**src/hw/drive_seq_pkg.sv**
```systemverilog
// Constants and types shared by the drive power sequencer.
// Assumes a single 50 MHz clock; all times are counted from it.
package drive_seq_pkg;
  localparam int unsigned CLK_NS = 20;
  localparam int unsigned TICK_NS = 1000000;
  localparam int unsigned TICK_CYCLES = TICK_NS / CLK_NS;
  localparam int unsigned TICK_W = 16;
  localparam int unsigned LOAD_DELAY_MS = 10000;
  localparam int unsigned BRAKE_MS = 30000;
  localparam int unsigned FLASH_MS = 250;
  localparam int unsigned TIME_W = 15;
  localparam int unsigned FLASH_W = 8;
  localparam int unsigned NUM_IN = 13;
  // Positions of the synchronised inputs in one vector
  localparam int unsigned IN_REMOTE = 0;
  localparam int unsigned IN_START = 1;
  localparam int unsigned IN_MAIN_BRK = 2;
  localparam int unsigned IN_AUX_BRK = 3;
  localparam int unsigned IN_DC_BRK = 4;
  localparam int unsigned IN_AUX_OK = 5;
  localparam int unsigned IN_PICK = 6;
  localparam int unsigned IN_HOLD = 7;
  localparam int unsigned IN_PACK = 8;
  localparam int unsigned IN_COVER = 9;
  localparam int unsigned IN_SPEED = 10;
  localparam int unsigned IN_LOADED = 11;
  localparam int unsigned IN_UNLOADED = 12;
  localparam logic [NUM_IN-1:0] IN_RESET = 13'h0000;
  typedef enum logic [2:0] {
    ST_IDLE, ST_SPINUP, ST_DELAY, ST_LOAD, ST_READY, ST_RTZ, ST_BRAKE
  } seq_state_t;
endpackage : drive_seq_pkg

```
**src/hw/input_sync.sv**
```systemverilog
// Three-stage synchroniser for switch and sensor levels.
// Assumes inputs are asynchronous to clk; output moves only when
// the second and third stages agree.
`timescale 1ns/100ps
`default_nettype none
module input_sync #(
  parameter int unsigned WIDTH = 1,
  parameter logic [WIDTH-1:0] INIT = '0
) (
  input wire logic clk,
  input wire logic rst_b,
  input wire logic [WIDTH-1:0] async_in,
  output logic [WIDTH-1:0] sync_out
);
  logic [WIDTH-1:0] stage1;
  logic [WIDTH-1:0] stage2;
  logic [WIDTH-1:0] stage3;

  always_ff @(posedge clk) begin
    if (!rst_b) begin
      stage1 <= INIT;
      stage2 <= INIT;
      stage3 <= INIT;
    end else begin
      stage1 <= async_in;
      stage2 <= stage1;
      stage3 <= stage2;
    end
  end

  // Bits whose last two stages disagree keep their old value
  always_ff @(posedge clk) begin
    if (!rst_b) begin
      sync_out <= INIT;
    end else begin
      sync_out <= (stage2 & stage3) | (sync_out & (stage2 ^ stage3));
    end
  end
endmodule : input_sync
`default_nettype wire

```
**src/hw/drive_power_sequencer.sv**
```systemverilog
// Spindle and head power sequencer of one drive in a daisy chain.
// Assumes switch and sensor levels arrive asynchronously; relay
// drivers and chain outputs are registered on clk.
`timescale 1ns/100ps
`default_nettype none
module drive_power_sequencer #(
  parameter int unsigned TICK_CYCLES = drive_seq_pkg::TICK_CYCLES,
  parameter int unsigned LOAD_TICKS = drive_seq_pkg::LOAD_DELAY_MS,
  parameter int unsigned BRAKE_TICKS = drive_seq_pkg::BRAKE_MS,
  parameter int unsigned FLASH_TICKS = drive_seq_pkg::FLASH_MS
) (
  input wire logic clk,
  input wire logic rst_b,
  input wire logic remote_mode,
  input wire logic start_switch,
  input wire logic main_breaker,
  input wire logic aux_breaker,
  input wire logic dc_breakers_ok,
  input wire logic aux_supply_ok,
  input wire logic seq_pick_in,
  input wire logic seq_hold_in,
  input wire logic pack_present,
  input wire logic cover_closed,
  input wire logic speed_ok,
  input wire logic heads_loaded,
  input wire logic heads_unloaded,
  output logic seq_pick_out,
  output logic seq_hold_out,
  output logic sequence_power_ctl,
  output logic start_ctl,
  output logic start_lamp,
  output logic motor_power_ctl,
  output logic speed_ok_ctl,
  output logic retract_enable_ctl,
  output logic heads_load_go,
  output logic return_to_zero,
  output logic emergency_retract,
  output logic brake_power_ctl,
  output logic brake_apply_ctl,
  output logic ready_lamp,
  output logic cover_lock
);
  localparam int unsigned TW = drive_seq_pkg::TIME_W;
  localparam int unsigned KW = drive_seq_pkg::TICK_W;
  localparam int unsigned FW = drive_seq_pkg::FLASH_W;

  logic [drive_seq_pkg::NUM_IN-1:0] raw_in, in_s;
  logic remote_s, start_s, start_prev, start_press, speed_s;
  logic breakers_ok, interlocks_ok, chain_active, participating;
  logic drop_req, speed_lost, tick, flash;
  logic [KW-1:0] tick_cnt;
  logic [TW-1:0] time_cnt;
  logic [FW-1:0] flash_cnt;
  drive_seq_pkg::seq_state_t state, next_state;

  function automatic logic heads_flying(drive_seq_pkg::seq_state_t s);
    heads_flying = (s == drive_seq_pkg::ST_DELAY) ||
                   (s == drive_seq_pkg::ST_LOAD) ||
                   (s == drive_seq_pkg::ST_READY);
  endfunction : heads_flying
  function automatic logic spinning(drive_seq_pkg::seq_state_t s);
    spinning = heads_flying(s) || (s == drive_seq_pkg::ST_SPINUP);
  endfunction : spinning

  //////////////////////////////////////////////////////////////////////
  // Input synchronisation
  assign raw_in = {heads_unloaded, heads_loaded, speed_ok, cover_closed,
                   pack_present, seq_hold_in, seq_pick_in, aux_supply_ok,
                   dc_breakers_ok, aux_breaker, main_breaker, start_switch,
                   remote_mode};
  input_sync #(
    .WIDTH(drive_seq_pkg::NUM_IN),
    .INIT(drive_seq_pkg::IN_RESET)
  ) u_sync (
    .clk(clk),
    .rst_b(rst_b),
    .async_in(raw_in),
    .sync_out(in_s)
  );
  assign remote_s = in_s[drive_seq_pkg::IN_REMOTE];
  assign start_s = in_s[drive_seq_pkg::IN_START];
  assign speed_s = in_s[drive_seq_pkg::IN_SPEED];
  assign breakers_ok = in_s[drive_seq_pkg::IN_MAIN_BRK] &
                       in_s[drive_seq_pkg::IN_AUX_BRK] &
                       in_s[drive_seq_pkg::IN_DC_BRK];
  assign interlocks_ok = breakers_ok & in_s[drive_seq_pkg::IN_PACK] &
                         in_s[drive_seq_pkg::IN_COVER];
  assign chain_active = in_s[drive_seq_pkg::IN_PICK] &
                        in_s[drive_seq_pkg::IN_HOLD];
  assign start_press = start_s & ~start_prev;
  assign participating = remote_s & start_lamp;
  assign drop_req = ~start_lamp | ~sequence_power_ctl;
  assign speed_lost = heads_flying(state) & speed_ok_ctl & ~speed_s;
  always_ff @(posedge clk) begin
    if (!rst_b) begin
      start_prev <= 1'b0;
    end else begin
      start_prev <= start_s;
    end
  end
  // Start indicator: a press lights it only with interlocks made,
  // another press puts it out; an emergency also puts it out so a
  // hot motor is not restarted behind the operator's back.
  always_ff @(posedge clk) begin
    if (!rst_b) begin
      start_lamp <= 1'b0;
    end else if (speed_lost) begin
      start_lamp <= 1'b0;
    end else if (start_press) begin
      start_lamp <= ~start_lamp & interlocks_ok;
    end
  end

  //////////////////////////////////////////////////////////////////////
  // Sequence power and daisy chain
  always_ff @(posedge clk) begin
    if (!rst_b) begin
      sequence_power_ctl <= 1'b0;
    end else if (remote_s) begin
      sequence_power_ctl <= chain_active;
    end else begin
      sequence_power_ctl <= in_s[drive_seq_pkg::IN_AUX_OK];
    end
  end

  // Held back while this drive takes part (remote, start lit) and is not yet up to speed
  always_ff @(posedge clk) begin
    if (!rst_b) begin
      seq_pick_out <= 1'b0;
      seq_hold_out <= 1'b0;
    end else if (participating && !speed_ok_ctl) begin
      seq_pick_out <= 1'b0;
      seq_hold_out <= 1'b0;
    end else begin
      seq_pick_out <= in_s[drive_seq_pkg::IN_PICK];
      seq_hold_out <= in_s[drive_seq_pkg::IN_HOLD];
    end
  end

  //////////////////////////////////////////////////////////////////////
  // Time base: one tick per millisecond, lamp flash from ticks
  always_ff @(posedge clk) begin
    if (!rst_b) begin
      tick_cnt <= '0;
      tick <= 1'b0;
    end else if (tick_cnt == KW'(TICK_CYCLES - 1)) begin
      tick_cnt <= '0;
      tick <= 1'b1;
    end else begin
      tick_cnt <= tick_cnt + 1'b1;
      tick <= 1'b0;
    end
  end

  always_ff @(posedge clk) begin
    if (!rst_b) begin
      flash_cnt <= '0;
      flash <= 1'b0;
    end else if (tick) begin
      if (flash_cnt == FW'(FLASH_TICKS - 1)) begin
        flash_cnt <= '0;
        flash <= ~flash;
      end else begin
        flash_cnt <= flash_cnt + 1'b1;
      end
    end
  end

  // Shared by load delay and braking; cleared on every state change
  always_ff @(posedge clk) begin
    if (!rst_b) begin
      time_cnt <= '0;
    end else if (next_state != state) begin
      time_cnt <= '0;
    end else if (tick) begin
      time_cnt <= time_cnt + 1'b1;
    end
  end

  //////////////////////////////////////////////////////////////////////
  // Sequence state machine
  always_comb begin
    next_state = state;
    case (state)
      drive_seq_pkg::ST_IDLE: begin
        if (start_lamp && sequence_power_ctl && interlocks_ok) begin
          next_state = drive_seq_pkg::ST_SPINUP;
        end
      end
      drive_seq_pkg::ST_SPINUP: begin
        if (drop_req) begin
          next_state = drive_seq_pkg::ST_RTZ;
        end else if (speed_s) begin
          next_state = drive_seq_pkg::ST_DELAY;
        end
      end
      drive_seq_pkg::ST_DELAY: begin
        if (drop_req || speed_lost) begin
          next_state = drive_seq_pkg::ST_RTZ;
        end else if (tick && time_cnt == TW'(LOAD_TICKS - 1)) begin
          next_state = drive_seq_pkg::ST_LOAD;
        end
      end
      drive_seq_pkg::ST_LOAD: begin
        if (drop_req || speed_lost) begin
          next_state = drive_seq_pkg::ST_RTZ;
        end else if (in_s[drive_seq_pkg::IN_LOADED]) begin
          next_state = drive_seq_pkg::ST_READY;
        end
      end
      drive_seq_pkg::ST_READY: begin
        if (drop_req || speed_lost) begin
          next_state = drive_seq_pkg::ST_RTZ;
        end
      end
      drive_seq_pkg::ST_RTZ: begin
        if (in_s[drive_seq_pkg::IN_UNLOADED]) begin
          next_state = drive_seq_pkg::ST_BRAKE;
        end
      end
      drive_seq_pkg::ST_BRAKE: begin
        if (tick && time_cnt == TW'(BRAKE_TICKS - 1)) begin
          next_state = drive_seq_pkg::ST_IDLE;
        end
      end
      default: begin
        next_state = drive_seq_pkg::ST_IDLE;
      end
    endcase
  end

  always_ff @(posedge clk) begin
    if (!rst_b) begin
      state <= drive_seq_pkg::ST_IDLE;
    end else begin
      state <= next_state;
    end
  end

  //////////////////////////////////////////////////////////////////////
  // Relay drivers, all de-energized under reset
  always_ff @(posedge clk) begin
    if (!rst_b) begin
      start_ctl <= 1'b0;
      motor_power_ctl <= 1'b0;
    end else begin
      start_ctl <= spinning(next_state);
      motor_power_ctl <= spinning(next_state) ||
                         next_state == drive_seq_pkg::ST_RTZ;
    end
  end

  // Speed state drops with the sensor and is set only in spin-up; retract enable trails it by a cycle
  always_ff @(posedge clk) begin
    if (!rst_b) begin
      speed_ok_ctl <= 1'b0;
      retract_enable_ctl <= 1'b0;
    end else begin
      if (!speed_s) begin
        speed_ok_ctl <= 1'b0;
      end else if (state == drive_seq_pkg::ST_SPINUP) begin
        speed_ok_ctl <= 1'b1;
      end
      retract_enable_ctl <= speed_ok_ctl;
    end
  end

  always_ff @(posedge clk) begin
    if (!rst_b) begin
      heads_load_go <= 1'b0;
      return_to_zero <= 1'b0;
    end else begin
      heads_load_go <= next_state == drive_seq_pkg::ST_LOAD;
      return_to_zero <= next_state == drive_seq_pkg::ST_RTZ;
    end
  end

  // Held until the heads are off the pack
  always_ff @(posedge clk) begin
    if (!rst_b) begin
      emergency_retract <= 1'b0;
    end else if (speed_lost) begin
      emergency_retract <= 1'b1;
    end else if (state != drive_seq_pkg::ST_RTZ) begin
      emergency_retract <= 1'b0;
    end
  end

  // Brake apply is picked up by brake power, never on its own
  always_ff @(posedge clk) begin
    if (!rst_b) begin
      brake_power_ctl <= 1'b0;
      brake_apply_ctl <= 1'b0;
    end else begin
      brake_power_ctl <= next_state == drive_seq_pkg::ST_BRAKE;
      brake_apply_ctl <= brake_power_ctl &&
                         next_state == drive_seq_pkg::ST_BRAKE;
    end
  end

  always_ff @(posedge clk) begin
    if (!rst_b) begin
      ready_lamp <= 1'b0;
      cover_lock <= 1'b0;
    end else begin
      cover_lock <= next_state != drive_seq_pkg::ST_IDLE;
      if (next_state == drive_seq_pkg::ST_READY) begin
        ready_lamp <= 1'b1;
      end else if (next_state == drive_seq_pkg::ST_IDLE) begin
        ready_lamp <= 1'b0;
      end else begin
        ready_lamp <= flash;
      end
    end
  end
endmodule : drive_power_sequencer
`default_nettype wire

```
**config.mk**
```make
export PLATFORM = sky130hd
export DESIGN_NAME = drive_power_sequencer
export DESIGN_NICKNAME = d
export VERILOG_FILES = /design/src/hw/drive_seq_pkg.sv /design/src/hw/input_sync.sv /design/src/hw/drive_power_sequencer.sv
export SDC_FILE = /design/constraint.sdc
export NUM_CORES = 1
export LEC_CHECK = 0
export ABC_CLOCK_PERIOD_IN_PS = 2600
export BUFFER_PORTS_ARGS = -buffer_cell sky130_fd_sc_hd__buf_2
export CAP_MARGIN = 25
export CORE_MARGIN = 2
export CORE_UTILIZATION = 35
export DETAILED_ROUTE_END_ITERATION = 16
export GPL_TIMING_DRIVEN = 0
export PLACE_DENSITY = 0.53
export SYNTH_ARGS = -nofsm -noshare
export SYNTH_HDL_FRONTEND = slang
export SYNTH_SLANG_ARGS = --single-unit
export TNS_END_PERCENT = 10
```
**constraint.sdc**
```tcl
create_clock -name clk -period 2.6 [get_ports clk]
set_clock_uncertainty 0.1 [all_clocks]
set_input_delay 0.26 -clock clk [delete_from_list [all_inputs] [get_ports clk]]
set_output_delay 0.26 -clock clk [all_outputs]
set_load 0.02 [all_outputs]
```
# Word-level counts from Yosys, hierarchy flattened

Cells that the tools add are included.

Bits in registers: 112
Bits in latches: 0
RAM bits: 0
Bits in read-only memories: 0
Output and inout bits: 15
Word-level logic and storage cells: 110
Memories: 0

$add $sub $neg: 3
Multipliers: 0
Div/mod/pow operators: 0
Order comparisons: 0
Equal/unequal tests: 18
Shift operators: 0
Muxes and demuxes: 18
Bitwise gates (word level): 21
Reductions and logical operators: 24

Operator list:

| operator              | number |
|---|---|
| $mux 3                | 10 |
| $and 13x13->13        | 2 |
| $pmux 3 s7            | 1 |
| $eq 3x3->1 const B    | 6 |
| $add 16x1->16 const B | 1 |
| $eq 16x16->1 const B  | 1 |
| $add 15x1->15 const B | 1 |
| $eq 15x14->1 const B  | 1 |
| $eq 15x15->1 const B  | 1 |
| $or 13x13->13         | 1 |
| $xor 13x13->13        | 1 |
| $eq 3x2->1 const B    | 4 |
| $and 1x1->1           | 10 |
| $add 8x1->8 const B   | 1 |
| $eq 8x8->1 const B    | 1 |
| $mux 8                | 1 |
| $reduce_or 2->1       | 4 |
| $logic_or 1x1->1      | 7 |
| $eq 3x1->1 const B    | 2 |
| $logic_and 1x1->1     | 6 |
| $logic_not 3->1       | 2 |
| $mux 1                | 6 |
| $not 1->1             | 6 |
| $reduce_and 2->1      | 2 |
| other kinds (6)       | 6 |

# Logic depth before layout (Yosys ltp)

Word-level depth: 13
Depth in mapped cells: 7
Mapped depth without buffers: 6

# Hierarchy

Synthesis repeated with hierarchy kept, for this count alone.

Cell total of the unflattened synthesis: 429
Area, all modules: 4214.0 µm²

Modules (own cells, without submodules):

| module                | instances | cells an instance | area each (µm²) | sequential area each (µm²) |
|---|---|---|---|---|
| drive_power_sequencer | 1         | 294               | 2581.2          | 1201.2 |
| input_sync            | 1         | 135               | 1632.8          | 1041.0 |

# Worst setup path before layout

OpenSTA, ideal clock, no wires.

Path type: register to register
Start point: reg start_lamp
End point: reg time_cnt[10]
Library setup time: 119 ps
Arrival: 1787 ps
Required time: 2381 ps
Slack: 594 ps
Stages on the path, launching flop included: 7
Path buffers: 1
Clock period less this slack: 2006 ps
Cells stage by stage: dfxtp_1 -> nand2_1 -> or4_1 -> o22a_1 -> a21oi_2 -> buf_2 -> nor3_1

Longest elaborated chain between the ends: 7

Ends and longest elaborated chain:

| element                            | RTL line                                                                                 | RTL |
|---|---|---|
| start, declared                    | drive_power_sequencer.sv:31                                                              | `output logic start_lamp,` |
| start signal, assigned             | drive_power_sequencer.sv:110                                                             | `start_lamp <= ~start_lamp & interlocks_ok;` |
| $not 1->1                          | drive_power_sequencer.sv:92                                                              | `assign drop_req = ~start_lamp \| ~sequence_power_ctl;` |
| $or 1x1->1                         | drive_power_sequencer.sv:92                                                              |  |
| $logic_or 1x1->1                   | drive_power_sequencer.sv:198, drive_power_sequencer.sv:205, drive_power_sequencer.sv:212 |  |
| $mux 3, on equally long branches   | drive_power_sequencer.sv:212, drive_power_sequencer.sv:198, drive_power_sequencer.sv:205 |  |
| $pmux 3 s7 *                       | drive_power_sequencer.sv:184                                                             | `case (state)` |
| $ne 3x3->1 *                       | drive_power_sequencer.sv:173                                                             | `end else if (next_state != state) begin` |
| $reduce_or 2->1 (no source line) * | --                                                                                       |  |
| end signal, assigned               | drive_power_sequencer.sv:176                                                             | `time_cnt <= time_cnt + 1'b1;` |
| end, declared                      | drive_power_sequencer.sv:52                                                              | `logic [TW-1:0] time_cnt;` |

Mark *: on every way between the ends. The rest lies on a longest branch, timed or not.
A chain may end at the register's enable or synchronous reset.

# Final worst setup path

Start point: reg start_lamp
End point: reg time_cnt[7]

Same word-level chain as after synthesis.

==> run summary <==
detailed-route via count = 2,990
maximum vdd drop = 0.4556 mV
endpoint of the lowest-slack register-to-register path = time_cnt[7]
final setup violation count = 0
Final Hold Slack = 15.97 ps
post-layout net count = 510
remaining routing DRC violations = 0
final hold violation count = 0
clock period minus final worst setup slack = 2203 ps
distinct cell type count of the synthesized netlist = 46
area of the mapped netlist = 4195 um^2
TritonCTS clock tree = done
root buffer cell = sky130_fd_sc_hd__clkbuf_16
critical path data arrival time = 2340 ps
largest buffer count on any clock path = 2
hold path endpoint = u_sync.stage1[0]
global-route wire length before repair = 13,570 um
cts bufs inserted = 9
worst-case headroom to the max-slew limit = 0.6163
average routed wire per standard cell = 12.21 um
share of layout cells above drive strength 1 = 0.1139
post-synthesis sequential area ratio = 0.5344
result of the run = complete, no violations
pre-CTS WS = 401.3 ps
initial antenna violation count = 0
number of DRC markers in iteration 0 = 149
H-Tree Level Count = 3
warnings from Yosys = 0
Clk Latency, worst-skew pair = 360 ps
worst min-delay path class = input port to flop
routability congestion estimate = 0.7644
most instantiated flip-flop cell in the synthesis netlist = sky130_fd_sc_hd__dfxtp_1
clock transition at the registers of the reported paths = 80 ps
total nets after synthesis = 458
start-to-end type of the worst setup path = flop to flop
clk sink count = 112
DP Wirelength = 5323 um
die area = 12,880 um^2
leakage = 1.988 nW
fmax = 454.0 MHz
number of antenna diodes = 0
cell depth of the worst flop-to-flop path = 6
number of input and output port buffers inserted = 29
via count of the first global-routing pass = 3,007
total negative slack = 0 ps
count of flip-flops with a built-in enable after synthesis = 0
average footprint of a synthesized cell = 9.848 um^2
internal reg-to-reg setup slack = 400 ps
startpoint of the lowest-slack register-to-register path = start_lamp
synth-to-layout area growth = 17.63%
PnR worst setup slack = 397.1 ps
synth cell count leaders = sky130_fd_sc_hd__dfxtp_1, sky130_fd_sc_hd__nor2_1, sky130_fd_sc_hd__and2_1
fraction of post-synthesis cell area in the top cell type by area = 0.5344
Vias/cell = 4.776
Synth area leaders = sky130_fd_sc_hd__dfxtp_1, sky130_fd_sc_hd__and2_1, sky130_fd_sc_hd__ha_1, sky130_fd_sc_hd__nor2_1, sky130_fd_sc_hd__xor2_1
switching power summed over all nets = 0.0007969 W
maximum number of pins on one net before global-route repair = 22
drt first pass iters = 4
row cnt = 39
boundary pin count = 30
Int Pwr = 0.002515 W
critical path fanouts, max = 10
count of maximum capacitance violations = 0
total of flip-flops plus latches after synthesis = 112
remaining antenna violation count after routing = 0
measured slew at the worst slew-check pin = 571.7 ps
number of stages on the worst hold path = 2
total power divided by cell area = 671.2 nW/um^2
async set-or-reset flop fraction in the synthesized netlist = 0
width of the die = 113.5 um
Tot GR Track Use = 0.1328
Req. time, crit path = 2740 ps
final global-route overflow total = 0
Placeable Area = 11,560 um^2
combinational share of power = 0.056
die height = 113.5 um
initial standard-cell utilization of the core = 0.3628
Resized cells post-CTS = 0
hold wc startpoint = remote_mode
post-route fraction of the period consumed by the critical path = 0.8473
top-count cell post-synth = sky130_fd_sc_hd__dfxtp_1
buffer count from post-CTS setup fixing = 0
sequential group share of total power = 0.535
type of destination of the critical path = flop
Slew Viols, Final = 0
unrepaired setup endpoints after global routing = false
library cell occupying the most area in the post-synthesis netlist = sky130_fd_sc_hd__dfxtp_1
launching element type of the critical path = flop
Sw Ratio = 0.2406
clock network fraction of total power = 0.409
cell count after synthesis = 426
sum of routed wire length over all layers = 7641 um
metal layers:
| metal | up-vias | GRT usage | routed length [um] |
|---|---|---|---|
| li1 | 1556 | - | - |
| met1 | 1393 | 0.1550 | 3626 |
| met2 | 29 | 0.2255 | 3660 |
| met3 | 12 | 0.03879 | 197 |
| met4 | 0 | 0.06098 | 156 |
| met5 | - | 0 | 0 |
layout make-up:
class                   count  area [um^2]
plain buffers              13        53.80
clock inverters             7        70.07
fillers                  1125         6630
inverters                   8        30.03
multi-input cells         293         1869
flip-flops and latches    112         2242
repair buffers             41        265.3
well taps                 143        178.9
clock buffers               9        225.2
cells by family (layout without fill, tap and decap cells):
family | Yosys count | after routing | synth area share
mux | 2 | 2 | 0.004772
xor+xnor | 32 | 32 | 0.06681
flops | 112 | 112 | 0.5344
fa+ha+maj | 17 | 17 | 0.05070
buf+inv | 21 | 78 | 0.01998
compound gates | 45 | 45 | 0.06830
simple gates | 197 | 197 | 0.2550
worst max-delay path by stage:
stage / from / endpoint / slack (ps) / cells past startpoint
after floorplan: start_lamp / time_cnt[10] / 590 / 6
after global placement: time_cnt[4] / time_cnt[13] / 440 / 6
after detailed placement: time_cnt[4] / time_cnt[9] / 400 / 6
after CTS: time_cnt[4] / time_cnt[7] / 390 / 6
after global routing: time_cnt[0] / time_cnt[5] / 160 / 7
final: start_lamp / time_cnt[7] / 400 / 6
sequential cells by signal (all words and copies together) (netlist names), 3 cells and up:
signal	flops
tick_cnt	16
u_sync.stage2	13
time_cnt	15
state	3
flash_cnt	8
u_sync.sync_out	13
u_sync.stage3	13
u_sync.stage1	13
cell usage in the layout, fill, tap and decap left out, drive strengths merged, types with 3 or more instances in the layout:
| cell | n |
|---|---|
| dlygate4sd3 | 12 |
| nand3 | 9 |
| nand2 | 21 |
| nand4b | 3 |
| clkbuf | 20 |
| nand4 | 11 |
| nor2 | 51 |
| ha | 17 |
| a21oi | 22 |
| xnor2 | 13 |
| o21ai | 8 |
| buf | 31 |
| dfxtp | 112 |
| a211oi | 3 |
| and2 | 42 |
| nor3 | 20 |
| nand2b | 8 |
| clkinv | 3 |
| or3 | 4 |
| inv | 12 |
| xor2 | 19 |
| and3 | 11 |
stage by stage:
stage	cell area, um^2	utilization	std cells	total power [W]
2_1_floorplan	4195	-	426	0.001929
3_3_place_gp	4519	0.3908	598	0.001986
3_5_place_dp	4519	0.3908	598	0.001990
4_1_cts	4935	0.4267	626	0.003368
5_1_grt	4935	0.4267	626	0.003458
6_report	4935	0.4267	626	0.003312
critical path: stages, from the launching register on:
cell and delay (ps):
sky130_fd_sc_hd__dfxtp_1 470, sky130_fd_sc_hd__nand2_1 170, sky130_fd_sc_hd__or4_1 420, sky130_fd_sc_hd__o22a_1 260
sky130_fd_sc_hd__a21oi_2 290, sky130_fd_sc_hd__buf_2 300, sky130_fd_sc_hd__nor3_1 80
power by group through the flow:
stage               clock [W]  combinational [W]  sequential [W]
floorplan                   0           0.000104         0.00182
global placement            0           0.000174         0.00181
detailed placement          0           0.000176         0.00181
CTS                   0.00140           0.000191         0.00177
global route          0.00147           0.000212         0.00178
finish                0.00135           0.000186         0.00177
what timing repair did:
item | 4_1_cts | 5_1_grt
setup endpoints to repair | 0 | 0
hold buffers | 12 | 0
hold endpoints to repair | 12 | 0
No activity file was read; power rests on OpenSTA's default activity.
